==> config.mk <==
export PLATFORM = sky130hd
export DESIGN_NAME = pes_top
export DESIGN_NICKNAME = d
export VERILOG_FILES = /design/src/rtl/pes_counter.v /design/src/rtl/pes_evt_sel.v /design/src/rtl/pes_top.v
export VERILOG_INCLUDE_DIRS = /design/src /design/src/rtl
export SDC_FILE = /design/constraint.sdc
export NUM_CORES = 2
export LEC_CHECK = 0
export BUFFER_PORTS_ARGS = -buffer_cell sky130_fd_sc_hd__buf_2
export CORE_MARGIN = 1.5
export CORE_UTILIZATION = 58
export CTS_BUF_LIST = sky130_fd_sc_hd__clkbuf_4 sky130_fd_sc_hd__clkbuf_8
export DETAILED_ROUTE_END_ITERATION = 10
export GPL_TIMING_DRIVEN = 0
export PLACE_DENSITY_LB_ADDON = 0.1
export SLEW_MARGIN = 20
export SYNTH_ARGS = -nofsm -noshare
export SYNTH_HDL_FRONTEND = slang
export SYNTH_SLANG_ARGS = --single-unit
==> constraint.sdc <==
create_clock -name sys_clk_i -period 5.98 [get_ports sys_clk_i]
set_input_delay 0.897 -clock sys_clk_i [delete_from_list [all_inputs] [get_ports sys_clk_i]]
set_output_delay 0.897 -clock sys_clk_i [all_outputs]
set_load 0.02 [all_outputs]
==> src/rtl/pes_defs.vh <==
// constants for the processing element performance event sources
`ifndef PES_DEFS_VH
`define PES_DEFS_VH

// ****************************************
// sizes
// ****************************************
`define PES_NUM_CNT 6
`define PES_CNT_W 32
`define PES_CYC_W 64
`define PES_EVN_W 16
`define PES_INC_W 3
`define PES_IDX_W 6
`define PES_NUM_PULSE 31
`define PES_NUM_SRC 41
`define PES_SLOTS 3'h4
`define PES_SLOTS_W 4

// ****************************************
// source index of the level and count events
// ****************************************
`define PES_IX_CYCLES 6'h1f
`define PES_IX_STALL_FE 6'h20
`define PES_IX_STALL_BE 6'h21
`define PES_IX_STALL_ANY 6'h22
`define PES_IX_STALL_MEM 6'h23
`define PES_IX_UOP_DONE 6'h24
`define PES_IX_UOP_SPEC 6'h25
`define PES_IX_SLOT_BE 6'h26
`define PES_IX_SLOT_FE 6'h27
`define PES_IX_SLOT_ANY 6'h28

// ****************************************
// event numbers, pulse sources in index order 0 to 30
// ****************************************
`define PES_EVN_INSTR_DONE 16'h0008
`define PES_EVN_L1_DC_ACC 16'h0004
`define PES_EVN_MEM_ACC 16'h0013
`define PES_EVN_L1_IC_ACC 16'h0014
`define PES_EVN_L2_DC_ACC 16'h0016
`define PES_EVN_L2_IC_ACC 16'h0027
`define PES_EVN_L3_DC_ACC 16'h002b
`define PES_EVN_LAST_RD 16'h0036
`define PES_EVN_LAST_RD_MISS 16'h0037
`define PES_EVN_L1_DRD_SLOW 16'h0039
`define PES_EVN_L1_DC_RD 16'h0040
`define PES_EVN_L2_DC_RD 16'h0050
`define PES_EVN_MEM_RD 16'h0066
`define PES_EVN_L3_DC_RD 16'h00a0
`define PES_EVN_L1_IF_SLOW 16'h4006
`define PES_EVN_L2_DRD_SLOW 16'h4009
`define PES_EVN_L2_IF_SLOW 16'h400a
`define PES_EVN_L3_DRD_SLOW 16'h400b
`define PES_EVN_L1_DX_ACC 16'h0025
`define PES_EVN_L1_IX_ACC 16'h0026
`define PES_EVN_D_WALK 16'h0034
`define PES_EVN_I_WALK 16'h0035
`define PES_EVN_L1_DX_DEM 16'h8130
`define PES_EVN_L1_IX_DEM 16'h8131
`define PES_EVN_D_WALK_DEM 16'h813c
`define PES_EVN_I_WALK_DEM 16'h813d
`define PES_EVN_L1_DC_DEM 16'h8140
`define PES_EVN_L1_IC_DEM 16'h8141
`define PES_EVN_L2_DC_DEM 16'h8148
`define PES_EVN_L2_IC_DEM 16'h8149
`define PES_EVN_L3_DC_DEM 16'h8150

// ****************************************
// event numbers, level and count sources
// ****************************************
`define PES_EVN_CYCLES 16'h0011
`define PES_EVN_STALL_FE 16'h0023
`define PES_EVN_STALL_BE 16'h0024
`define PES_EVN_STALL_ANY 16'h003c
`define PES_EVN_STALL_MEM 16'h4005
`define PES_EVN_UOP_DONE 16'h003a
`define PES_EVN_UOP_SPEC 16'h003b
`define PES_EVN_SLOT_BE 16'h003d
`define PES_EVN_SLOT_FE 16'h003e
`define PES_EVN_SLOT_ANY 16'h003f

`endif

==> src/rtl/pes_counter.v <==
// one programmable event counter with wrap pulse
`timescale 1ns/10ps
`include "pes_defs.vh"

module pes_counter (
    input wire sys_clk_i,
    input wire srst_i,
    input wire en_i,
    input wire clr_i,
    input wire [`PES_INC_W-1:0] inc_i,
    output reg [`PES_CNT_W-1:0] val_o,
    output reg wrap_o
);

wire [`PES_CNT_W:0] sum;

assign sum = {1'b0, val_o} + {{(`PES_CNT_W-`PES_INC_W+1){1'b0}}, inc_i};

always @(posedge sys_clk_i) begin
    if (srst_i) begin
        val_o <= 32'h0000_0000;
        wrap_o <= 1'b0;
    end else if (clr_i) begin
        val_o <= 32'h0000_0000;
        wrap_o <= 1'b0;
    end else if (en_i) begin
        val_o <= sum[`PES_CNT_W-1:0];
        wrap_o <= sum[`PES_CNT_W];
    end else begin
        wrap_o <= 1'b0;
    end
end

endmodule

==> src/rtl/pes_evt_sel.v <==
// event number decode and increment select for one counter
`timescale 1ns/10ps
`include "pes_defs.vh"

module pes_evt_sel (
    input wire [`PES_EVN_W-1:0] evt_num_i,
    input wire [`PES_NUM_SRC*`PES_INC_W-1:0] src_inc_i,
    output reg [`PES_INC_W-1:0] inc_o,
    output reg known_o
);

// ****************************************
// event number to source index, msb flags a known number
// ****************************************
function [`PES_IDX_W:0] pes_evt_index;
    input [`PES_EVN_W-1:0] num;
    begin
        case (num)
            `PES_EVN_INSTR_DONE: pes_evt_index = 7'h40;
            `PES_EVN_L1_DC_ACC: pes_evt_index = 7'h41;
            `PES_EVN_MEM_ACC: pes_evt_index = 7'h42;
            `PES_EVN_L1_IC_ACC: pes_evt_index = 7'h43;
            `PES_EVN_L2_DC_ACC: pes_evt_index = 7'h44;
            `PES_EVN_L2_IC_ACC: pes_evt_index = 7'h45;
            `PES_EVN_L3_DC_ACC: pes_evt_index = 7'h46;
            `PES_EVN_LAST_RD: pes_evt_index = 7'h47;
            `PES_EVN_LAST_RD_MISS: pes_evt_index = 7'h48;
            `PES_EVN_L1_DRD_SLOW: pes_evt_index = 7'h49;
            `PES_EVN_L1_DC_RD: pes_evt_index = 7'h4a;
            `PES_EVN_L2_DC_RD: pes_evt_index = 7'h4b;
            `PES_EVN_MEM_RD: pes_evt_index = 7'h4c;
            `PES_EVN_L3_DC_RD: pes_evt_index = 7'h4d;
            `PES_EVN_L1_IF_SLOW: pes_evt_index = 7'h4e;
            `PES_EVN_L2_DRD_SLOW: pes_evt_index = 7'h4f;
            `PES_EVN_L2_IF_SLOW: pes_evt_index = 7'h50;
            `PES_EVN_L3_DRD_SLOW: pes_evt_index = 7'h51;
            `PES_EVN_L1_DX_ACC: pes_evt_index = 7'h52;
            `PES_EVN_L1_IX_ACC: pes_evt_index = 7'h53;
            `PES_EVN_D_WALK: pes_evt_index = 7'h54;
            `PES_EVN_I_WALK: pes_evt_index = 7'h55;
            `PES_EVN_L1_DX_DEM: pes_evt_index = 7'h56;
            `PES_EVN_L1_IX_DEM: pes_evt_index = 7'h57;
            `PES_EVN_D_WALK_DEM: pes_evt_index = 7'h58;
            `PES_EVN_I_WALK_DEM: pes_evt_index = 7'h59;
            `PES_EVN_L1_DC_DEM: pes_evt_index = 7'h5a;
            `PES_EVN_L1_IC_DEM: pes_evt_index = 7'h5b;
            `PES_EVN_L2_DC_DEM: pes_evt_index = 7'h5c;
            `PES_EVN_L2_IC_DEM: pes_evt_index = 7'h5d;
            `PES_EVN_L3_DC_DEM: pes_evt_index = 7'h5e;
            `PES_EVN_CYCLES: pes_evt_index = {1'b1, `PES_IX_CYCLES};
            `PES_EVN_STALL_FE: pes_evt_index = {1'b1, `PES_IX_STALL_FE};
            `PES_EVN_STALL_BE: pes_evt_index = {1'b1, `PES_IX_STALL_BE};
            `PES_EVN_STALL_ANY: pes_evt_index = {1'b1, `PES_IX_STALL_ANY};
            `PES_EVN_STALL_MEM: pes_evt_index = {1'b1, `PES_IX_STALL_MEM};
            `PES_EVN_UOP_DONE: pes_evt_index = {1'b1, `PES_IX_UOP_DONE};
            `PES_EVN_UOP_SPEC: pes_evt_index = {1'b1, `PES_IX_UOP_SPEC};
            `PES_EVN_SLOT_BE: pes_evt_index = {1'b1, `PES_IX_SLOT_BE};
            `PES_EVN_SLOT_FE: pes_evt_index = {1'b1, `PES_IX_SLOT_FE};
            `PES_EVN_SLOT_ANY: pes_evt_index = {1'b1, `PES_IX_SLOT_ANY};
            default: pes_evt_index = 7'h00;
        endcase
    end
endfunction

reg [`PES_IDX_W:0] hit;

// unknown numbers count nothing
always @* begin
    hit = pes_evt_index(evt_num_i);
    known_o = hit[`PES_IDX_W];
    inc_o = 3'h0;
    if (hit[`PES_IDX_W]) begin
        inc_o = src_inc_i[hit[`PES_IDX_W-1:0]*`PES_INC_W +: `PES_INC_W];
    end
end

endmodule

==> src/rtl/pes_top.v <==
// performance event sources and counter bank of one processing element
`timescale 1ns/10ps
`include "pes_defs.vh"

// What this block does
// - retired instructions and cycles are countable events
// - local cache and memory access events provided
// - last level read and read miss events
// - slow miss events for data and instruction
// - read only cache and memory access events
// - only local caches and last level covered
// - translation cache access and walk events
// - demand only variants of cache and walk
// - demand events use recommended numbers
// - frontend, backend and any stall cycles
// - memory stall cycle event provided
// - micro operations retired and speculated counted
// - slot stall events backend, frontend, any
// - slot stall step capped, slot count readable
// - events counted by their own element
// - six programmable counters plus cycle counter
// - overflow flags drive private interrupt line through their enable bits and a flop
module pes_top (
    input wire sys_clk_i,
    input wire srst_i,
    input wire [`PES_NUM_PULSE-1:0] evt_pulse_i,
    input wire stall_frontend_i,
    input wire stall_backend_i,
    input wire stall_mem_i,
    input wire [`PES_INC_W-1:0] uop_arch_done_cnt_i,
    input wire [`PES_INC_W-1:0] uop_speculated_cnt_i,
    input wire [`PES_INC_W-1:0] slot_stall_be_cnt_i,
    input wire [`PES_INC_W-1:0] slot_stall_fe_cnt_i,
    input wire [`PES_NUM_CNT*`PES_EVN_W-1:0] cnt_evt_sel_i,
    input wire [`PES_NUM_CNT-1:0] cnt_en_i,
    input wire [`PES_NUM_CNT-1:0] cnt_clr_i,
    input wire cyc_en_i,
    input wire cyc_clr_i,
    input wire [`PES_NUM_CNT-1:0] ovf_clr_i,
    input wire [`PES_NUM_CNT:0] ovf_irq_en_i,
    output wire [`PES_NUM_CNT*`PES_CNT_W-1:0] cnt_val_o,
    output reg [`PES_CYC_W-1:0] cyc_val_o,
    output reg [`PES_NUM_CNT:0] ovf_flag_o,
    output reg [`PES_NUM_CNT-1:0] cnt_evt_known_o,
    output reg private_periph_irq_o,
    output reg [`PES_SLOTS_W-1:0] slot_count_o
);

// ****************************************
// saturating cap for slot counts
// ****************************************
function [`PES_INC_W-1:0] pes_slot_cap;
    input [`PES_INC_W:0] amt;
    begin
        if (amt > {1'b0, `PES_SLOTS}) begin
            pes_slot_cap = `PES_SLOTS;
        end else begin
            pes_slot_cap = amt[`PES_INC_W-1:0];
        end
    end
endfunction

// ****************************************
// one event bit as an increment
// ****************************************
function [`PES_INC_W-1:0] pes_bit_inc;
    input flag;
    begin
        pes_bit_inc = {2'b00, flag};
    end
endfunction

// ****************************************
// input stage
// ****************************************
reg [`PES_NUM_PULSE-1:0] pulse_reg;
reg stall_fe_reg;
reg stall_be_reg;
reg stall_any_reg;
reg stall_mem_reg;
reg [`PES_INC_W-1:0] uop_done_reg;
reg [`PES_INC_W-1:0] uop_spec_reg;
reg [`PES_INC_W-1:0] slot_be_reg;
reg [`PES_INC_W-1:0] slot_fe_reg;
reg [`PES_INC_W-1:0] slot_any_reg;
reg [`PES_INC_W-1:0] slot_be_next;
reg [`PES_INC_W-1:0] slot_fe_next;
reg [`PES_INC_W-1:0] slot_any_next;
reg [`PES_INC_W:0] slot_sum_next;
reg stall_any_next;
reg stall_mem_next;

// one flop per source, so every event reaches its counter with one latency
// only this element's own sources are sampled here
always @(posedge sys_clk_i) begin
    if (srst_i) begin
        pulse_reg <= 31'h0000_0000;
    end else begin
        pulse_reg <= evt_pulse_i;
    end
end

always @(posedge sys_clk_i) begin
    if (srst_i) begin
        stall_fe_reg <= 1'b0;
        stall_be_reg <= 1'b0;
        stall_any_reg <= 1'b0;
        stall_mem_reg <= 1'b0;
    end else begin
        stall_fe_reg <= stall_frontend_i;
        stall_be_reg <= stall_backend_i;
        stall_any_reg <= stall_any_next;
        stall_mem_reg <= stall_mem_next;
    end
end

// any stall is the union; a memory stall outside a backend stall is dropped
always @* begin
    stall_any_next = stall_frontend_i | stall_backend_i;
    stall_mem_next = stall_mem_i & stall_backend_i;
end

always @(posedge sys_clk_i) begin
    if (srst_i) begin
        uop_done_reg <= 3'h0;
        uop_spec_reg <= 3'h0;
    end else begin
        uop_done_reg <= uop_arch_done_cnt_i;
        uop_spec_reg <= uop_speculated_cnt_i;
    end
end

// ****************************************
// slot stall accounting
// ****************************************
always @* begin
    slot_be_next = pes_slot_cap({1'b0, slot_stall_be_cnt_i});
    slot_fe_next = pes_slot_cap({1'b0, slot_stall_fe_cnt_i});
    slot_sum_next = {1'b0, slot_be_next} + {1'b0, slot_fe_next};
    slot_any_next = pes_slot_cap(slot_sum_next);
end

always @(posedge sys_clk_i) begin
    if (srst_i) begin
        slot_be_reg <= 3'h0;
        slot_fe_reg <= 3'h0;
        slot_any_reg <= 3'h0;
    end else begin
        slot_be_reg <= slot_be_next;
        slot_fe_reg <= slot_fe_next;
        slot_any_reg <= slot_any_next;
    end
end

// slot count field as software would read it
always @(posedge sys_clk_i) begin
    if (srst_i) begin
        slot_count_o <= 4'h0;
    end else begin
        slot_count_o <= {1'b0, `PES_SLOTS};
    end
end

// ****************************************
// source increment bus
// ****************************************
wire [`PES_NUM_SRC*`PES_INC_W-1:0] src_inc;

// pulse bits: 0 instructions, 1 to 6 access, 7 and 8 last level,
// 9 and 14 to 17 slow misses, 10 to 13 reads, 18 to 21 translation,
// 22 to 30 demand only; caches that are not local have no bit at all
genvar gp;
generate
    for (gp = 0; gp < `PES_NUM_PULSE; gp = gp + 1) begin : g_pulse
        assign src_inc[gp*`PES_INC_W +: `PES_INC_W] = pes_bit_inc(pulse_reg[gp]);
    end
endgenerate

// level sources add one a cycle, count sources add their value
assign src_inc[`PES_IX_CYCLES*`PES_INC_W +: `PES_INC_W] = 3'h1;
assign src_inc[`PES_IX_STALL_FE*`PES_INC_W +: `PES_INC_W] = pes_bit_inc(stall_fe_reg);
assign src_inc[`PES_IX_STALL_BE*`PES_INC_W +: `PES_INC_W] = pes_bit_inc(stall_be_reg);
assign src_inc[`PES_IX_STALL_ANY*`PES_INC_W +: `PES_INC_W] = pes_bit_inc(stall_any_reg);
assign src_inc[`PES_IX_STALL_MEM*`PES_INC_W +: `PES_INC_W] = pes_bit_inc(stall_mem_reg);
assign src_inc[`PES_IX_UOP_DONE*`PES_INC_W +: `PES_INC_W] = uop_done_reg;
assign src_inc[`PES_IX_UOP_SPEC*`PES_INC_W +: `PES_INC_W] = uop_spec_reg;
assign src_inc[`PES_IX_SLOT_BE*`PES_INC_W +: `PES_INC_W] = slot_be_reg;
assign src_inc[`PES_IX_SLOT_FE*`PES_INC_W +: `PES_INC_W] = slot_fe_reg;
assign src_inc[`PES_IX_SLOT_ANY*`PES_INC_W +: `PES_INC_W] = slot_any_reg;

// ****************************************
// programmable counters
// ****************************************
wire [`PES_NUM_CNT-1:0] cnt_wrap;
wire [`PES_NUM_CNT-1:0] sel_known;

// a counter set to an unknown number stands still
genvar gc;
generate
    for (gc = 0; gc < `PES_NUM_CNT; gc = gc + 1) begin : g_cnt
        wire [`PES_INC_W-1:0] inc;

        pes_evt_sel u_sel (
            .evt_num_i(cnt_evt_sel_i[gc*`PES_EVN_W +: `PES_EVN_W]),
            .src_inc_i(src_inc),
            .inc_o(inc),
            .known_o(sel_known[gc])
        );

        pes_counter u_cnt (
            .sys_clk_i(sys_clk_i),
            .srst_i(srst_i),
            .en_i(cnt_en_i[gc]),
            .clr_i(cnt_clr_i[gc]),
            .inc_i(inc),
            .val_o(cnt_val_o[gc*`PES_CNT_W +: `PES_CNT_W]),
            .wrap_o(cnt_wrap[gc])
        );
    end
endgenerate

// tells software whether the chosen number is served here
always @(posedge sys_clk_i) begin
    if (srst_i) begin
        cnt_evt_known_o <= 6'h00;
    end else begin
        cnt_evt_known_o <= sel_known;
    end
end

// ****************************************
// dedicated cycle counter
// ****************************************
reg cyc_wrap_reg;
reg [`PES_CYC_W-1:0] cyc_val_next;
reg cyc_wrap_next;
wire [`PES_CYC_W:0] cyc_sum;

assign cyc_sum = {1'b0, cyc_val_o} + 65'h1;

// clear beats counting; the wrap bit lives for one cycle only
always @* begin
    cyc_val_next = cyc_val_o;
    cyc_wrap_next = 1'b0;
    if (cyc_clr_i) begin
        cyc_val_next = 64'h0;
    end else if (cyc_en_i) begin
        cyc_val_next = cyc_sum[`PES_CYC_W-1:0];
        cyc_wrap_next = cyc_sum[`PES_CYC_W];
    end
end

always @(posedge sys_clk_i) begin
    if (srst_i) begin
        cyc_val_o <= 64'h0;
        cyc_wrap_reg <= 1'b0;
    end else begin
        cyc_val_o <= cyc_val_next;
        cyc_wrap_reg <= cyc_wrap_next;
    end
end

// ****************************************
// overflow flags and interrupt line
// ****************************************
wire [`PES_NUM_CNT:0] wrap_all;
wire [`PES_NUM_CNT:0] clr_all;
wire [`PES_NUM_CNT:0] ovf_flag_next;

assign wrap_all = {cyc_wrap_reg, cnt_wrap};
assign clr_all = {cyc_clr_i, ovf_clr_i};

// a wrap in the clearing cycle keeps its flag, so no overflow is lost
genvar gf;
generate
    for (gf = 0; gf <= `PES_NUM_CNT; gf = gf + 1) begin : g_flag
        assign ovf_flag_next[gf] = wrap_all[gf] | (ovf_flag_o[gf] & ~clr_all[gf]);
    end
endgenerate

always @(posedge sys_clk_i) begin
    if (srst_i) begin
        ovf_flag_o <= 7'h00;
    end else begin
        ovf_flag_o <= ovf_flag_next;
    end
end

// ****************************************
// interrupt line
// ****************************************
wire irq_next;

// each flag reaches the line only through its own enable bit
assign irq_next = |(ovf_flag_o & ovf_irq_en_i);

// line is a flop fed only by the flags and their enables
always @(posedge sys_clk_i) begin
    if (srst_i) begin
        private_periph_irq_o <= 1'b0;
    end else begin
        private_periph_irq_o <= irq_next;
    end
end

endmodule

==> results.tsv <==
stage	metric	value	unit
run_status	status	finished, final reports clean	
clock_tree	htree_levels	2	
job	maxCapViolations	0	
place	gp_congestion	0.962	
routing	first_pass_iters	6	
clock_tree	cts_tree	built	
synth	yosys.cell_types.count	113	
cells_and_area	fin_area	0.0276	mm2
global_route	antenna_found_initial	29	
clock_tree	root_buffer	clkbuf_8	
synth	synth_edf_count	0	
global_route	grt_pass1_wl	126000	um
power	peakVddDrop	0.000262	V
global_route	grt_max_degree	17	
clock_tree	cts_buffers	55	
routing	vias	25300	
floorplanning	rows	72	
sta	timing.final.crit_period	5.82	ns
worst_setup_path	cp_num_buf_inv	4	
sta	slew_violations	0	
cells_and_area	seqCellArea	0.00657	mm2
synth	ys_ff_latch	328	
sta	max_freq	172	MHz
floorplanning	io_pins	445	
clock_tree	cts.sinks	328	
worst_setup_path	worstSetupPathType	input pin to register	
sta	rsz0062_at_grt	true	
sta	setup_viol	0	
synth	synthTopCellsByArea	dfxtp_1 29%, mux2i_1 6.9%, nor2_1 6.5%	
hold_path	hold_class	input pin to register	
cells_and_area	area_growth_syn_to_layout	20.5	%
floorplanning	initial_core_util	59.1	%
worst_setup_path	worstPathArrival	6.33	ns
synth	syn_area	0.0229	mm2
worst_setup_path	cp.required	6.48	ns
worst_setup_path	cp-start-kind	input pin	
synth	synth_area_leader_cell	dfxtp_1	
global_route	grt_pass1_vias	24000	
place	place_hpwl	60300	um
synth	yosysWarnings	0	
global_route	grtUsageTotal	37.8	%
floorplanning	die_w	202	um
floorplanning	die_h	202	um
synth	ys_seq_area_share	28.6	%
cells_and_area	nFillCells	3079	
clock_tree	path_clk_slew	0.06	ns
worst_setup_path	crit_chain	buf_2 -> buf_2 -> buf_2 -> or3b_2 -> a2111oi_0 -> nor4_1 -> nand3_1 -> mux2i_1 -> mux2i_1 -> mux2i_1 -> a32o_1 -> ha_1 -> inv_1 -> fa_1 -> nor2b_1 -> o211ai_1 -> nor2_1 -> and2_1 -> nand4_1 -> nor3_4 -> nand3_1 -> xor2_1 -> nor2_1	
clock_tree	hold_buffers	0	
sta	relSlewSlack	30.0	%
cells_and_area	multi_input_area	0.0157	mm2
cells_and_area	largest_reg_flops	192	
routing	drcViolationCount	0	
routing	wl_per_cell	20.3	um
clock_tree	clock_path_buffers	3	
synth	async_reset_ff_share	0	%
sta	fin_worst_skew	0.0460	ns
sta	hold_viol	0	
routing	first_iter_violations	2347	
power	powerDensity	184	mW/mm2
cells_and_area	drive_above_1_share	22.6	%
synth	syn_inst	2909	
sta	tightestPinTransition	1.02	ns
global_route	overflow	0	
power	p_leak	10.8	nW
floorplanning	core_area	0.0388	mm2
routing	ant_nets	0	
sta	fin_crit_sh	97.4	%
clock_tree	clkLatencyLatePin	0.67	ns
place	port-buffer-count	424	
worst_setup_path	max_stage_delay	0.92	ns
worst_setup_path	end_kind	register	
worst_setup_path	critical-path-top-delay-family	simple AND/OR/NAND/NOR gates	
synth	synth_top_area_share	28.6	%
synth	avgSynthCellArea	7.89	um2
place	dpl-instance-area	0.0257	mm2
synth	synth_ff_type	dfxtp_1	
routing	wl	81300	um
worst_setup_path	crit_slowest_cell	a2111oi_0	
worst_setup_path	critPathMaxFanout	10	
routing	vias_per_cell	6.33	
floorplanning	die_area	0.0408	mm2
cells_and_area	finalNetCount	3608	
place	place_inst	3853	
cells_and_area	final_cells	4001	
==> metrics by stage <==
step	hold WS, ns	total power [W]	utilization (%)	setup TNS, ns	setup slack (ns)
after CTS	0.408	0.00506	69.8	0	0.0100
after global routing	0.423	0.00524	71.1	-0.0813	-0.0436
after global placement	0.421	0.00277	66.2	-32.07	-0.917
after floorplan	0.413	0.00257	-	0	0.417
final	0.438	0.00508	71.2	0	0.155
after detailed placement	0.439	0.00277	66.3	-31.03	-0.895
==> synth_stat cells, types with 22 or more instances <==
cell type / count
dfxtp_1: 328
nand3_1: 155
or3_1: 66
xor2_1: 136
nor4_1: 50
ha_1: 22
o21ai_0: 83
nor2_1: 398
and2_1: 30
nor3_1: 71
a31oi_1: 23
a21oi_1: 106
xnor2_1: 80
nand4_1: 73
buf_2: 35
mux2_2: 25
nor3b_1: 29
clkbuf_1: 87
nand2b_1: 35
nand2_1: 216
mux2i_1: 157
inv_1: 70
and3_1: 70
nor2b_1: 97
==> cell type report <==
| type | instances | area share, % |
|---|---|---|
| Clock inverter | 15 | 0.561 |
| Tap cell | 518 | 2.35 |
| Multi-Input combinational cell | 2354 | 57.0 |
| Buffer | 156 | 2.81 |
| Sequential cell | 328 | 23.8 |
| Inverter | 72 | 0.978 |
| Antenna cell | 29 | 0.263 |
| Timing Repair Buffer | 441 | 8.14 |
| Clock buffer | 88 | 4.18 |
==> logic make-up (layout without fill, tap and decap cells) <==
kind of cell | after synthesis | after routing | share of synthesized area [%]
AO/OA/AOI/OAI | 433 | 433 | 12.8
XOR/XNOR | 216 | 216 | 8.25
adder cells (fa/ha/maj) | 29 | 29 | 1.81
buffers and inverters | 229 | 772 | 4.45
flip-flops | 328 | 328 | 28.6
multiplexers | 186 | 186 | 8.41
other | 1 | 32 | 0.0163
AND/OR/NAND/NOR | 1487 | 1487 | 35.7
==> where the power goes <==
| part | leakage (nW) | total, W | switching [W] | internal [W] |
|---|---|---|---|---|
| combinational | 7.48 | 0.000504 | 0.000317 | 0.000187 |
| sequential | 2.66 | 0.00226 | 0.0000579 | 0.00221 |
| clock | 0.685 | 0.00231 | 0.000988 | 0.00132 |
| total | 10.8 | 0.00508 | 0.00136 | 0.00372 |
==> repair_timing <==
item | in CTS | in global routing
endpoints found under the hold margin | 0 | 0
resized for setup | 12 | 88
setup endpoints to repair | 13 | 40
buffers inserted | 2 | 15
pin swaps | 1 | 8
==> cell usage in the layout, fill, tap and decap left out, drive strengths merged, types with 35 or more instances in the layout <==
| master | synthesis | routed |
|---|---|---|
| nand4 | 77 | 77 |
| xor2 | 136 | 136 |
| nor3 | 72 | 72 |
| o21ai | 86 | 86 |
| nor2b | 97 | 97 |
| xnor2 | 80 | 80 |
| mux2i | 157 | 157 |
| nand2 | 217 | 217 |
| or3 | 67 | 67 |
| nor4 | 65 | 65 |
| buf | 69 | 507 |
| inv | 72 | 75 |
| clkbuf | 88 | 178 |
| nor2 | 398 | 398 |
| nand3 | 156 | 156 |
| and3 | 70 | 70 |
| dfxtp | 328 | 328 |
| nand2b | 35 | 35 |
| a21oi | 106 | 106 |
==> path summary, 6_finish.rpt <==
check             cells past startpoint  slack, ns                                    end                        startpoint
setup / recovery                     23       0.16  g_cnt[0].u_cnt.val_o[30]$_SDFFE_PP0P_                  cnt_evt_sel_i[2]
hold reg to reg                       2       0.47               ovf_flag_o[1]$_SDFF_PP0_  g_cnt[1].u_cnt.wrap_o$_SDFF_PP0_
setup reg to reg                     16       1.70  g_cnt[3].u_cnt.val_o[31]$_SDFFE_PP0P_        slot_any_reg[0]$_SDFF_PP0_
hold / removal                        2       0.44                pulse_reg[0]$_SDFF_PP0_                    evt_pulse_i[0]
==> layer usage <==
metal  part of all wire [%]  wire [um]  GRT usage [%]
met2                     46      37400           61.7
met5                  0.054         44              0
met1                     38      30800           45.4
met4                    6.5       5290           23.4
met3                    9.6       7800           8.21
Note: power is estimated with default switching activity, not from simulation.
